**config.mk**
```make
export PLATFORM = sky130hd
export DESIGN_NAME = phy_bist_delay_trim_regs
export DESIGN_NICKNAME = d
export VERILOG_FILES = /design/src/hdl/pbt_pkg.sv /design/src/hdl/pbt_selftest_gen.sv /design/src/hdl/phy_bist_delay_trim_regs.sv
export SDC_FILE = /design/constraint.sdc
export NUM_CORES = 1
export LEC_CHECK = 0
export BUFFER_PORTS_ARGS = -buffer_cell sky130_fd_sc_hd__buf_2
export CAP_MARGIN = 0
export CORE_ASPECT_RATIO = 1.5
export CORE_UTILIZATION = 30
export DETAILED_ROUTE_END_ITERATION = 6
export GPL_TIMING_DRIVEN = 0
export SYNTH_ARGS = -nofsm -noshare
export SYNTH_HDL_FRONTEND = slang
export SYNTH_SLANG_ARGS = --single-unit
```
**constraint.sdc**
```tcl
create_clock -name CLK_I -period 4.5 [get_ports CLK_I]
set_input_delay 0.45 -clock CLK_I [delete_from_list [all_inputs] [get_ports CLK_I]]
set_output_delay 0.45 -clock CLK_I [all_outputs]
set_load 0.01 [all_outputs]
```
**src/hdl/pbt_pkg.sv**
```systemverilog
// Package for the self-test, clock delay and line-driver trim register bank.
// Assumes a 16-bit register port with 8-bit addresses; all logic on one core clock.
package pbt_pkg;

    // Register offsets
    localparam logic [7:0]  PBT_OFS_PKT_LEN   = 8'h7b;
    localparam logic [7:0]  PBT_OFS_GAP_LEN   = 8'h7c;
    localparam logic [7:0]  PBT_OFS_CLK_DELAY = 8'h86;
    localparam logic [7:0]  PBT_OFS_RX_EQ     = 8'h8a;
    localparam logic [7:0]  PBT_OFS_GAIN_AB   = 8'ha0;
    localparam logic [7:0]  PBT_OFS_GAIN_CD   = 8'ha1;
    localparam logic [7:0]  PBT_OFS_SWING_AB  = 8'ha2;
    localparam logic [7:0]  PBT_OFS_ST_CTRL   = 8'hf0;
    localparam logic [7:0]  PBT_OFS_ST_STATUS = 8'hf1;

    // Reset values
    localparam logic [15:0] PBT_PKT_LEN_RST   = 16'h05dc;
    localparam logic [7:0]  PBT_GAP_LEN_RST   = 8'h7d;
    localparam logic [15:0] PBT_RX_EQ_RST     = 16'h0000;
    localparam logic [3:0]  PBT_DELAY_RST     = 4'h7;
    localparam logic [3:0]  PBT_GAIN_RST      = 4'h8;
    localparam logic [4:0]  PBT_SWING_A_RST   = 5'h10;
    localparam logic [4:0]  PBT_SWING_B_RST   = 5'h08;
    localparam logic [4:0]  PBT_SWING_DEFAULT = 5'h10;

    // Field positions
    localparam int PBT_DLY_TX_LSB   = 4;
    localparam int PBT_DLY_RX_LSB   = 0;
    localparam int PBT_HI_FIELD_LSB = 8;
    localparam int PBT_LO_FIELD_LSB = 0;
    localparam int PBT_SW_EN_B_BIT  = 13;
    localparam int PBT_SW_EN_A_BIT  = 5;
    localparam int PBT_ST_EN_BIT    = 0;

    // Self-test frame shape
    localparam logic [17:0] PBT_PRE_NIBBLES = 18'd13;
    localparam logic [3:0]  PBT_PRE_NIBBLE  = 4'h5;
    localparam logic [7:0]  PBT_SFD_BYTE    = 8'hd5;
    localparam logic [17:0] PBT_SFD_NIBBLES = 18'd2;
    localparam logic [1:0]  PBT_GAP_SHIFT   = 2'd2;

    typedef enum logic [2:0] {
        PBT_IDLE = 3'b000,
        PBT_PRE  = 3'b001,
        PBT_SFD  = 3'b010,
        PBT_DATA = 3'b011,
        PBT_GAP  = 3'b100
    } pbt_gen_state_t;

    typedef struct packed {
        logic        wr;
        logic        rd;
        logic [7:0]  addr;
        logic [15:0] wdata;
    } pbt_bus_req_t;

    typedef struct packed {
        logic        enable;
        logic [15:0] pkt_bytes;
        logic [7:0]  gap_units;
    } pbt_gen_cfg_t;

    typedef struct packed {
        logic       valid;
        logic [3:0] data;
    } pbt_nib_t;

    // Bytes to nibble count
    function automatic logic [17:0] pbt_byte_nibs(input logic [16:0] bytes);
        pbt_byte_nibs = {bytes, 1'b0};
    endfunction

    // Gap units to gap bytes, four bytes per unit
    function automatic logic [16:0] pbt_gap_bytes(input logic [7:0] units);
        pbt_gap_bytes = 17'(units) << PBT_GAP_SHIFT;
    endfunction

endpackage

```
**src/hdl/pbt_selftest_gen.sv**
```systemverilog
// Self-test packet generator: nibble stream of preamble, delimiter, payload, gap.
// Assumes a synchronised active-low reset; length and gap are latched at each packet start, enable is used live.
`timescale 1ns/1ps
`default_nettype none
module pbt_selftest_gen
    import pbt_pkg::*;
(
    input  wire logic         clk_i,
    input  wire logic         rst_n_i,
    input  wire pbt_gen_cfg_t cfg_i,
    output var  pbt_nib_t     nib_o,
    output logic              active_o,
    output logic              pkt_done_o
);
    pbt_gen_state_t state_reg, state_next;
    logic [17:0]    cnt_reg, cnt_next;
    logic [15:0]    len_reg;
    logic [7:0]     gap_reg;
    pbt_nib_t       nib_reg, nib_next;
    logic [17:0]    limit;
    logic           last;
    pbt_gen_state_t gap_exit, after_data, after_sfd;
    logic           start;

    assign limit = (state_reg == PBT_PRE)  ? PBT_PRE_NIBBLES :
                   (state_reg == PBT_SFD)  ? PBT_SFD_NIBBLES :
                   (state_reg == PBT_DATA) ? pbt_byte_nibs({1'b0, len_reg}) :
                   pbt_byte_nibs(pbt_gap_bytes(gap_reg));
    assign last       = (cnt_reg == limit - 18'd1);
    // Disabling stops cleanly only at a packet boundary
    assign gap_exit   = cfg_i.enable ? PBT_PRE : PBT_IDLE;
    assign after_data = (gap_reg == 8'h00) ? gap_exit : PBT_GAP;
    assign after_sfd  = (len_reg == 16'h0000) ? after_data : PBT_DATA;
    assign start      = (state_next == PBT_PRE) && (state_reg != PBT_PRE);

    always_comb
    begin
        state_next = state_reg;
        cnt_next   = cnt_reg + 18'd1;
        unique case (state_reg)
            PBT_IDLE:
            begin
                cnt_next = '0;
                if (cfg_i.enable)
                    state_next = PBT_PRE;
            end
            PBT_PRE:  if (last) state_next = PBT_SFD;
            PBT_SFD:  if (last) state_next = after_sfd;
            PBT_DATA: if (last) state_next = after_data;
            PBT_GAP:  if (last) state_next = gap_exit;
            default:  state_next = PBT_IDLE;
        endcase
        if (state_reg != PBT_IDLE && last)
            cnt_next = '0;
    end

    always_comb
    begin
        nib_next.valid = (state_reg == PBT_PRE) || (state_reg == PBT_SFD) || (state_reg == PBT_DATA);
        nib_next.data  = 4'h0;
        if (state_reg == PBT_PRE)
            nib_next.data = PBT_PRE_NIBBLE;
        else if (state_reg == PBT_SFD)
            nib_next.data = cnt_reg[0] ? PBT_SFD_BYTE[7:4] : PBT_SFD_BYTE[3:0];
        else if (state_reg == PBT_DATA)
            nib_next.data = cnt_reg[0] ? cnt_reg[8:5] : cnt_reg[4:1];
    end

    always_ff @(posedge clk_i or negedge rst_n_i)
    begin
        if (!rst_n_i)
        begin
            state_reg <= PBT_IDLE;
            cnt_reg   <= '0;
            len_reg   <= PBT_PKT_LEN_RST;
            gap_reg   <= PBT_GAP_LEN_RST;
            nib_reg   <= '0;
        end
        else
        begin
            state_reg <= state_next;
            cnt_reg   <= cnt_next;
            nib_reg   <= nib_next;
            if (start)
            begin
                len_reg <= cfg_i.pkt_bytes;
                gap_reg <= cfg_i.gap_units;
            end
        end
    end

    assign nib_o      = nib_reg;
    assign active_o   = (state_reg != PBT_IDLE);
    assign pkt_done_o = last && ((state_reg == PBT_DATA) || (state_reg == PBT_SFD && len_reg == 16'h0000));
endmodule // pbt_selftest_gen
`default_nettype wire

```
**src/hdl/phy_bist_delay_trim_regs.sv**
```systemverilog
// Register bank: self-test packet shape, interface clock delays, equalizer word,
// line-driver fine gain and swing overrides. Plain register port, read data one cycle later.
`timescale 1ns/1ps
`default_nettype none
//
// Contract
// - 16-bit packet length field, resets to 1500 bytes, sets self-test packet size.
// - Each self-test packet carries 13 nibbles of 0x5 then delimiter byte 0xD5.
// - 8-bit gap field, resets to 0x7D meaning 500 bytes.
// - Each gap unit adds four bytes of idle between packets.
// - 16-bit equalizer word resets to zero; software may write 0x010F.
// - Transmit delay in bits 7:4, 0.25 ns per step from 0.25 ns.
// - Receive delay in bits 3:0, same encoding as transmit.
// - Delays load from straps on one variant, else reset to 0111; writable.
// - Upper byte of the delay register ignores writes and reads zero.
// - Fine gain fields reset to trim, 2 percent steps, 1000 is unity.
// - Channels B and D in bits 11:8, A and C in bits 3:0.
// - Channel A swing bits 4:0, reset 10000, applies only while its override set.
// - Channel B override at bit 13 resets 0; swing bits 12:8 apply when set.
module phy_bist_delay_trim_regs
    import pbt_pkg::*;
(
    input  wire logic        CLK_I,
    input  wire logic        RST_N_I,
    input  wire logic [7:0]  BUS_ADDR_I,
    input  wire logic [15:0] BUS_WDATA_I,
    input  wire logic        BUS_WR_I,
    input  wire logic        BUS_RD_I,
    output logic [15:0]      BUS_RDATA_O,
    input  wire logic        STRAP_VARIANT_I,
    input  wire logic [3:0]  STRAP_TX_DELAY_I,
    input  wire logic [3:0]  STRAP_RX_DELAY_I,
    input  wire logic [15:0] TRIM_FINE_GAIN_I,
    output logic [3:0]       TX_DELAY_CODE_O,
    output logic [3:0]       RX_DELAY_CODE_O,
    output logic [15:0]      RX_EQ_WORD_O,
    output logic [15:0]      FINE_GAIN_O,
    output logic [4:0]       SWING_CHAN_A_O,
    output logic [4:0]       SWING_CHAN_B_O,
    output logic [3:0]       SELFTEST_NIB_O,
    output logic             SELFTEST_VALID_O
);
    logic         rst_meta_reg;
    logic         rst_n;
    pbt_bus_req_t bus;
    logic         wr_len, wr_gap, wr_dly, wr_eq, wr_fg_ab, wr_fg_cd, wr_sw, wr_ctrl;
    logic [15:0]  pkt_len_reg;
    logic [7:0]   gap_units_reg;
    logic [3:0]   tx_dly_reg, rx_dly_reg;
    logic [15:0]  rx_eq_reg;
    logic [3:0]   gain_a_reg, gain_b_reg, gain_c_reg, gain_d_reg;
    logic [4:0]   swing_a_reg, swing_b_reg;
    logic         sw_en_a_reg, sw_en_b_reg;
    logic         st_enable_reg;
    logic         load_done_reg;
    logic [7:0]   pkt_cnt_reg;
    logic [15:0]  rdata_reg, rdata_next;
    logic [4:0]   swing_a_out_reg, swing_b_out_reg;
    logic [15:0]  dly_word, fg_ab_word, fg_cd_word, sw_word, status_word;
    logic         mapped;
    pbt_gen_cfg_t gen_cfg;
    pbt_nib_t     gen_nib;
    logic         gen_active, gen_pkt_done;

    // Reset released through two flops; asserts asynchronously
    always_ff @(posedge CLK_I or negedge RST_N_I)
    begin
        if (!RST_N_I)
        begin
            rst_meta_reg <= 1'b0;
            rst_n        <= 1'b0;
        end
        else
        begin
            rst_meta_reg <= 1'b1;
            rst_n        <= rst_meta_reg;
        end
    end

    assign bus = '{wr: BUS_WR_I, rd: BUS_RD_I, addr: BUS_ADDR_I, wdata: BUS_WDATA_I};

    assign wr_len   = bus.wr && (bus.addr == PBT_OFS_PKT_LEN);
    assign wr_gap   = bus.wr && (bus.addr == PBT_OFS_GAP_LEN);
    assign wr_dly   = bus.wr && (bus.addr == PBT_OFS_CLK_DELAY);
    assign wr_eq    = bus.wr && (bus.addr == PBT_OFS_RX_EQ);
    assign wr_fg_ab = bus.wr && (bus.addr == PBT_OFS_GAIN_AB);
    assign wr_fg_cd = bus.wr && (bus.addr == PBT_OFS_GAIN_CD);
    assign wr_sw    = bus.wr && (bus.addr == PBT_OFS_SWING_AB);
    assign wr_ctrl  = bus.wr && (bus.addr == PBT_OFS_ST_CTRL);

    // Read views; reserved bits are constant zero
    assign dly_word    = {8'h00, tx_dly_reg, rx_dly_reg};
    assign fg_ab_word  = {4'h0, gain_b_reg, 4'h0, gain_a_reg};
    assign fg_cd_word  = {4'h0, gain_d_reg, 4'h0, gain_c_reg};
    assign sw_word     = {2'b00, sw_en_b_reg, swing_b_reg, 2'b00, sw_en_a_reg, swing_a_reg};
    assign status_word = {pkt_cnt_reg, 7'h00, gen_active};

    assign mapped = (bus.addr == PBT_OFS_PKT_LEN) || (bus.addr == PBT_OFS_GAP_LEN) ||
                    (bus.addr == PBT_OFS_CLK_DELAY) || (bus.addr == PBT_OFS_RX_EQ) ||
                    (bus.addr == PBT_OFS_GAIN_AB) || (bus.addr == PBT_OFS_GAIN_CD) ||
                    (bus.addr == PBT_OFS_SWING_AB) || (bus.addr == PBT_OFS_ST_CTRL) ||
                    (bus.addr == PBT_OFS_ST_STATUS);

    assign rdata_next = !(bus.rd && mapped)               ? 16'h0000 :
                        (bus.addr == PBT_OFS_PKT_LEN)   ? pkt_len_reg :
                        (bus.addr == PBT_OFS_GAP_LEN)   ? {8'h00, gap_units_reg} :
                        (bus.addr == PBT_OFS_CLK_DELAY) ? dly_word :
                        (bus.addr == PBT_OFS_RX_EQ)     ? rx_eq_reg :
                        (bus.addr == PBT_OFS_GAIN_AB)   ? fg_ab_word :
                        (bus.addr == PBT_OFS_GAIN_CD)   ? fg_cd_word :
                        (bus.addr == PBT_OFS_SWING_AB)  ? sw_word :
                        (bus.addr == PBT_OFS_ST_CTRL)   ? {15'h0000, st_enable_reg} :
                        status_word;

    // Self-test shape and equalizer
    always_ff @(posedge CLK_I or negedge rst_n)
    begin
        if (!rst_n)
        begin
            pkt_len_reg   <= PBT_PKT_LEN_RST;
            gap_units_reg <= PBT_GAP_LEN_RST;
            rx_eq_reg     <= PBT_RX_EQ_RST;
            st_enable_reg <= 1'b0;
        end
        else
        begin
            if (wr_len)
                pkt_len_reg <= bus.wdata;
            if (wr_gap)
                gap_units_reg <= bus.wdata[7:0];
            if (wr_eq)
                rx_eq_reg <= bus.wdata;
            if (wr_ctrl)
                st_enable_reg <= bus.wdata[PBT_ST_EN_BIT];
        end
    end

    // Straps and trim are caught in the first cycle after reset release, never by the reset itself.
    // A write landing in that very cycle to these fields is lost.
    always_ff @(posedge CLK_I or negedge rst_n)
    begin
        if (!rst_n)
        begin
            load_done_reg <= 1'b0;
            tx_dly_reg    <= PBT_DELAY_RST;
            rx_dly_reg    <= PBT_DELAY_RST;
            gain_a_reg    <= PBT_GAIN_RST;
            gain_b_reg    <= PBT_GAIN_RST;
            gain_c_reg    <= PBT_GAIN_RST;
            gain_d_reg    <= PBT_GAIN_RST;
        end
        else if (!load_done_reg)
        begin
            load_done_reg <= 1'b1;
            gain_a_reg    <= TRIM_FINE_GAIN_I[3:0];
            gain_b_reg    <= TRIM_FINE_GAIN_I[7:4];
            gain_c_reg    <= TRIM_FINE_GAIN_I[11:8];
            gain_d_reg    <= TRIM_FINE_GAIN_I[15:12];
            if (STRAP_VARIANT_I)
            begin
                tx_dly_reg <= STRAP_TX_DELAY_I;
                rx_dly_reg <= STRAP_RX_DELAY_I;
            end
        end
        else
        begin
            if (wr_dly)
            begin
                tx_dly_reg <= bus.wdata[PBT_DLY_TX_LSB +: 4];
                rx_dly_reg <= bus.wdata[PBT_DLY_RX_LSB +: 4];
            end
            if (wr_fg_ab)
            begin
                gain_b_reg <= bus.wdata[PBT_HI_FIELD_LSB +: 4];
                gain_a_reg <= bus.wdata[PBT_LO_FIELD_LSB +: 4];
            end
            if (wr_fg_cd)
            begin
                gain_d_reg <= bus.wdata[PBT_HI_FIELD_LSB +: 4];
                gain_c_reg <= bus.wdata[PBT_LO_FIELD_LSB +: 4];
            end
        end
    end

    // Swing overrides and the effective swing driven to the line drivers
    always_ff @(posedge CLK_I or negedge rst_n)
    begin
        if (!rst_n)
        begin
            swing_a_reg     <= PBT_SWING_A_RST;
            swing_b_reg     <= PBT_SWING_B_RST;
            sw_en_a_reg     <= 1'b0;
            sw_en_b_reg     <= 1'b0;
            swing_a_out_reg <= PBT_SWING_DEFAULT;
            swing_b_out_reg <= PBT_SWING_DEFAULT;
        end
        else
        begin
            if (wr_sw)
            begin
                swing_b_reg <= bus.wdata[PBT_HI_FIELD_LSB +: 5];
                sw_en_b_reg <= bus.wdata[PBT_SW_EN_B_BIT];
                swing_a_reg <= bus.wdata[PBT_LO_FIELD_LSB +: 5];
                sw_en_a_reg <= bus.wdata[PBT_SW_EN_A_BIT];
            end
            swing_a_out_reg <= sw_en_a_reg ? swing_a_reg : PBT_SWING_DEFAULT;
            swing_b_out_reg <= sw_en_b_reg ? swing_b_reg : PBT_SWING_DEFAULT;
        end
    end

    always_ff @(posedge CLK_I or negedge rst_n)
    begin
        if (!rst_n)
        begin
            rdata_reg   <= 16'h0000;
            pkt_cnt_reg <= 8'h00;
        end
        else
        begin
            rdata_reg <= rdata_next;
            if (gen_pkt_done)
                pkt_cnt_reg <= pkt_cnt_reg + 8'h01;
        end
    end

    assign gen_cfg = '{enable: st_enable_reg, pkt_bytes: pkt_len_reg, gap_units: gap_units_reg};

    pbt_selftest_gen u_gen (
        .clk_i      (CLK_I),
        .rst_n_i    (rst_n),
        .cfg_i      (gen_cfg),
        .nib_o      (gen_nib),
        .active_o   (gen_active),
        .pkt_done_o (gen_pkt_done)
    );

    assign BUS_RDATA_O      = rdata_reg;
    assign TX_DELAY_CODE_O  = tx_dly_reg;
    assign RX_DELAY_CODE_O  = rx_dly_reg;
    assign RX_EQ_WORD_O     = rx_eq_reg;
    assign FINE_GAIN_O      = {gain_d_reg, gain_c_reg, gain_b_reg, gain_a_reg};
    assign SWING_CHAN_A_O   = swing_a_out_reg;
    assign SWING_CHAN_B_O   = swing_b_out_reg;
    assign SELFTEST_NIB_O   = gen_nib.data;
    assign SELFTEST_VALID_O = gen_nib.valid;
endmodule // phy_bist_delay_trim_regs
`default_nettype wire

```
==> impl_results.html <==
<table>
<tr><th>Metric</th><th>Value</th></tr>
<tr><th colspan="2">Global route</th></tr>
<tr><td>Pin count of the biggest net entering global routing</td><td>just under 70</td></tr>
<tr><td>Number of global-route vias before repair</td><td>~6,600</td></tr>
<tr><td>Total GRT Usage</td><td>17.24%</td></tr>
<tr><td>Wire length of the first global-routing pass</td><td>36.24 mm</td></tr>
<tr><td>GRT overflow</td><td>0</td></tr>
<tr><td>Antenna violations before repair</td><td>0</td></tr>
<tr><th colspan="2">Die</th></tr>
<tr><td>Overall die area</td><td>roughly 28,000 um2</td></tr>
<tr><td>Width of the die</td><td>approximately 140 um</td></tr>
<tr><td>Initial Utilization</td><td>30.38%</td></tr>
<tr><td>Row count</td><td>between 70 and 80</td></tr>
<tr><td>Number of ports placed on the die boundary</td><td>~120</td></tr>
<tr><td>Die Y-Extent</td><td>around 210 um</td></tr>
<tr><td>Core Footprint</td><td>roughly 27,000 um2</td></tr>
<tr><th colspan="2">Critical path</th></tr>
<tr><td>Arr. time, crit path</td><td>~4.3 ns</td></tr>
<tr><td>Required time at the worst-slack endpoint</td><td>a little under 5 ns</td></tr>
<tr><td>Category of cells accounting for the largest share of critical-path delay</td><td>compound AO/OA/AOI/OAI gates</td></tr>
<tr><td>Type of origin of the critical path</td><td>flop</td></tr>
<tr><td>Dominant cell type by count on the critical path</td><td>sky130_fd_sc_hd__buf_6</td></tr>
<tr><td>CP bufs+invs</td><td>4</td></tr>
<tr><td>Worst R2R Start</td><td>u_gen.state_reg[2]</td></tr>
<tr><td>Setup slack of the worst register-to-register path</td><td>~0.58 ns</td></tr>
<tr><td>Highest cell delay on the worst timing path</td><td>0.63 ns</td></tr>
<tr><td>Endpoint of the lowest-slack register-to-register path</td><td>u_gen.len_reg[14]</td></tr>
<tr><td>Cells along the critical path</td><td>nand2b_1, a222oi_1, buf_4, nand3_1, a211o_1, a32oi_1, nand4b_1, or2_1, buf_6, o21ba_1, buf_6, buf_6, mux2_4</td></tr>
<tr><td>Slowest cell on the critical path</td><td>sky130_fd_sc_hd__a222oi_1</td></tr>
<tr><td>Crit path kind</td><td>flop to flop</td></tr>
<tr><td>Type of destination of the critical path</td><td>flop</td></tr>
<tr><td>R2R depth</td><td>13</td></tr>
<tr><td>Highest net fanout along the worst path</td><td>10</td></tr>
<tr><th colspan="2">Place</th></tr>
<tr><td>Total placed instance area</td><td>between 9000 and 10,000 um2</td></tr>
<tr><td>Input/output buffers</td><td>around 120</td></tr>
<tr><td>HPWL after DPL</td><td>around 18 mm</td></tr>
<tr><td>Cell count after placement</td><td>approximately 1,200</td></tr>
<tr><td>Final weighted congestion in routability-driven placement</td><td>0.8744</td></tr>
<tr><th colspan="2">Logic synthesis</th></tr>
<tr><td>Cell count after synthesis</td><td>between 700 and 800</td></tr>
<tr><td>Count of distinct cell types in the synthesized netlist</td><td>between 60 and 70</td></tr>
<tr><td>Cell area after synthesis</td><td>8243 um2</td></tr>
<tr><td>Number of enable flip-flop cells after synthesis</td><td>0</td></tr>
<tr><td>Area share of the leading cell type in the synthesized netlist</td><td>37.64%</td></tr>
<tr><td>Number of synthesized register bits</td><td>between 150 and 200</td></tr>
<tr><td>Most area-consuming cells after synthesis</td><td>sky130_fd_sc_hd__dfrtp_1, sky130_fd_sc_hd__dfstp_2, sky130_fd_sc_hd__mux2_2, sky130_fd_sc_hd__mux2i_1, sky130_fd_sc_hd__mux2_4</td></tr>
<tr><td>Post-synth ARST share</td><td>100.0%</td></tr>
<tr><td>Cell type contributing the most total cell area after synthesis</td><td>sky130_fd_sc_hd__dfrtp_1</td></tr>
<tr><td>Most frequent cell after synthesis</td><td>sky130_fd_sc_hd__dfrtp_1</td></tr>
<tr><td>Main synth FF type</td><td>sky130_fd_sc_hd__dfrtp_1</td></tr>
<tr><td>Part of the Yosys area used for sequential elements</td><td>50.39%</td></tr>
<tr><td>Mapped Avg Cell Area</td><td>10.99 um2</td></tr>
<tr><td>Yosys warning total</td><td>0</td></tr>
<tr><td>Most common library cells after synthesis</td><td>sky130_fd_sc_hd__dfrtp_1, sky130_fd_sc_hd__nor2_1, sky130_fd_sc_hd__mux2_2</td></tr>
<tr><th colspan="2">CTS</th></tr>
<tr><td>Worst-skew pair later-pin latency</td><td>0.45 ns</td></tr>
<tr><td>Clk pin slew, worst setup/hold paths</td><td>0.06 ns</td></tr>
<tr><td>CTS sink count</td><td>roughly 160</td></tr>
<tr><td>H-tree depth</td><td>4</td></tr>
<tr><td>Clock tree root driver cell</td><td>sky130_fd_sc_hd__clkbuf_16</td></tr>
<tr><td>Inserted Clock Buffers</td><td>17</td></tr>
<tr><td>Clk buf depth</td><td>2</td></tr>
<tr><td>CTS tree</td><td>built</td></tr>
<tr><th colspan="2">Timing</th></tr>
<tr><td>Fin Hold WS</td><td>roughly 0.22 ns</td></tr>
<tr><td>RSZ-0062 raised after global routing</td><td>false</td></tr>
<tr><td>Share of the clock period used by the worst path after layout</td><td>87.14%</td></tr>
<tr><td>Summed negative setup slack over all endpoints</td><td>0 ns</td></tr>
<tr><td>Clock skew</td><td>approximately 0.012 ns</td></tr>
<tr><td>Highest achievable clock rate</td><td>around 0.26 GHz</td></tr>
<tr><td>Final setup fails</td><td>0</td></tr>
<tr><td>Final Max Slew Viols</td><td>0</td></tr>
<tr><td>Final hold viol count</td><td>0</td></tr>
<tr><td>Slew at the pin closest to its max-slew limit</td><td>around 1.1 ns</td></tr>
<tr><td>Max transition margin</td><td>approximately 25%</td></tr>
<tr><td>Time the worst path needs with I/O delays and setup</td><td>3.921 ns</td></tr>
<tr><th colspan="2">Hold path</th></tr>
<tr><td>Path type of the worst min-delay path</td><td>input pin to flop</td></tr>
<tr><td>Min-Delay Endpoint</td><td>gain_b_reg[3]</td></tr>
<tr><td>Hold depth</td><td>3</td></tr>
<tr><td>Worst Min Path Start</td><td>TRIM_FINE_GAIN_I[7]</td></tr>
<tr><th colspan="2">Drt</th></tr>
<tr><td>Routed Antenna Nets</td><td>0</td></tr>
<tr><td>Total number of vias</td><td>6,421</td></tr>
<tr><td>Count of routing violations after the opening detailed-route iteration</td><td>278</td></tr>
<tr><td>Total wirelength of the detailed-routed design</td><td>22.71 mm</td></tr>
<tr><td># DRC</td><td>0</td></tr>
<tr><td>Post-detailed-route via-to-cell ratio</td><td>a little over 5</td></tr>
<tr><td>Routed wire per std cell</td><td>about 18 um</td></tr>
<tr><td>TritonRoute pass-1 iters</td><td>5</td></tr>
<tr><th colspan="2">Finish</th></tr>
<tr><td># diodes</td><td>0</td></tr>
<tr><td>Final Net Count</td><td>950</td></tr>
<tr><td>Max reg flops</td><td>18</td></tr>
<tr><td>Final cell count without fillers</td><td>between 1,000 and 1,500</td></tr>
<tr><td>Filler Cell Count</td><td>~2,700</td></tr>
<tr><td>Layout overhead on the synthesized area</td><td>20.86%</td></tr>
<tr><td>Layout Cell Area excl Fill</td><td>around 10000 um2</td></tr>
<tr><td>Ratio of cells with drive above 1 in the final layout</td><td>31.50%</td></tr>
<tr><th colspan="2">Pwr</th></tr>
<tr><td>Power density cells</td><td>around 400 nW/um2</td></tr>
<tr><td>Leak</td><td>roughly 4.6 nW</td></tr>
<tr><td>Peak supply drop</td><td>between 0.2 and 0.25 mV</td></tr>
<tr><th colspan="2">Flow run</th></tr>
<tr><td>Max capacitance violation total</td><td>0</td></tr>
<tr><th colspan="2">Run status</th></tr>
<tr><td>Run status</td><td>finished clean</td></tr>
</table>
==> report_power, final <==
group	total (W)	switching (W)	internal, W
clock	0.00151	0.000608	0.000905
combinational	0.000767	0.000457	0.000311
sequential	0.00167	0.0000866	0.00159
==> how the worst max path moves through the flow <==
| stage | startpoint | to | depth (start not counted) |
|---|---|---|---|
| after floorplan | u_gen.state_reg[1] | u_gen.gap_reg[7] | 14 |
| after global placement | u_gen.state_reg[2] | pkt_cnt_reg[1] | 9 |
| after detailed placement | u_gen.state_reg[2] | u_gen.len_reg[1] | 13 |
| after CTS | u_gen.state_reg[2] | u_gen.len_reg[14] | 13 |
| after global routing | u_gen.state_reg[2] | pkt_cnt_reg[3] | 10 |
| final | u_gen.state_reg[2] | u_gen.len_reg[14] | 13 |
==> what timing repair did <==
item                       in CTS  in global routing
resized for setup               0                  0
setup endpoints to repair       0                  0
hold buffers                    1                  0
hold endpoints to repair        2                  0
setup buffers                   0                  0
==> stage by stage <==
| stage | worst slack [ns] | utilization, % | power [W] |
|---|---|---|---|
| finish | 0.5788 | 36.72 | 0.003954 |
| global route | 0.4203 | 36.72 | 0.004128 |
| CTS | 0.6043 | 36.72 | 0.003987 |
| detailed placement | 0.6257 | 34.44 | 0.002465 |
| global placement | 0.6049 | 34.23 | 0.002445 |
| floorplan | 1.227 | - | 0.002200 |
==> layout by cell type (no fill, tap or decap), types with 4 or more instances in the layout <==
cell type,n
sky130_fd_sc_hd__clkbuf_16,17
sky130_fd_sc_hd__a31oi_1,8
sky130_fd_sc_hd__mux2i_1,34
sky130_fd_sc_hd__or3_1,12
sky130_fd_sc_hd__mux2_4,20
sky130_fd_sc_hd__mux2_1,4
sky130_fd_sc_hd__xnor2_1,23
sky130_fd_sc_hd__o21ai_0,20
sky130_fd_sc_hd__xor2_1,11
sky130_fd_sc_hd__nor3_1,16
sky130_fd_sc_hd__and3_1,10
sky130_fd_sc_hd__inv_1,10
sky130_fd_sc_hd__and2_1,10
sky130_fd_sc_hd__buf_2,125
sky130_fd_sc_hd__clkbuf_1,32
sky130_fd_sc_hd__nand4_1,6
sky130_fd_sc_hd__a22oi_1,28
sky130_fd_sc_hd__nand4b_1,4
sky130_fd_sc_hd__a221oi_1,7
sky130_fd_sc_hd__nor2_1,80
sky130_fd_sc_hd__dfrtp_1,123
sky130_fd_sc_hd__nand2_1,34
sky130_fd_sc_hd__nand3_1,23
sky130_fd_sc_hd__nand2b_1,7
sky130_fd_sc_hd__nor4_1,6
sky130_fd_sc_hd__a21oi_1,46
sky130_fd_sc_hd__buf_6,5
sky130_fd_sc_hd__dfstp_2,40
sky130_fd_sc_hd__mux2_2,56
==> final cells by class <==
cell class / count / area, um2 / area share [%]
inverters: 11 / 41.29 / 0.4145
plain buffers: 41 / 198.9 / 1.997
clock buffers: 21 / 460.4 / 4.622
clock inverters: 11 / 147.6 / 1.482
flip-flops and latches: 164 / 4158 / 41.74
repair buffers: 125 / 675.6 / 6.782
multi-input cells: 535 / 3852 / 38.67
well taps: 342 / 427.9 / 4.295
==> cell families (layout without fill, tap and decap cells) <==
family	Yosys count	after routing	synth area share [%]
muxes	114	114	15.97
AOI/OAI and AO/OA	149	149	12.08
adders and majority gates	2	2	0.3035
DFF	164	164	50.39
buffers and inverters	52	209	2.914
and+or+nand+nor	233	233	14.41
other	1	2	0.04549
xor gates and xnor gates	35	35	3.886
==> worst reg2reg max path, cell delays in order (launching register included) <==
cell,delay (ns)
sky130_fd_sc_hd__dfrtp_1,0.42
sky130_fd_sc_hd__nand2b_1,0.28
sky130_fd_sc_hd__a222oi_1,0.63
sky130_fd_sc_hd__buf_4,0.28
sky130_fd_sc_hd__nand3_1,0.08
sky130_fd_sc_hd__a211o_1,0.31
sky130_fd_sc_hd__a32oi_1,0.35
sky130_fd_sc_hd__nand4b_1,0.25
sky130_fd_sc_hd__or2_1,0.29
sky130_fd_sc_hd__buf_6,0.14
sky130_fd_sc_hd__o21ba_1,0.19
sky130_fd_sc_hd__buf_6,0.13
sky130_fd_sc_hd__buf_6,0.15
sky130_fd_sc_hd__mux2_4,0.31
==> layer usage <==
metal	GRT usage, %	wire [um]	share of wire (%)	up-vias
li1	-	-	-	3031
met1	18.86	8842	39	3177
met2	30.86	12090	53	163
met3	3.168	820	3.6	50
met4	9.498	951	4.2	0
met5	0	0	0	-
Power figures use the tool's default switching activity.
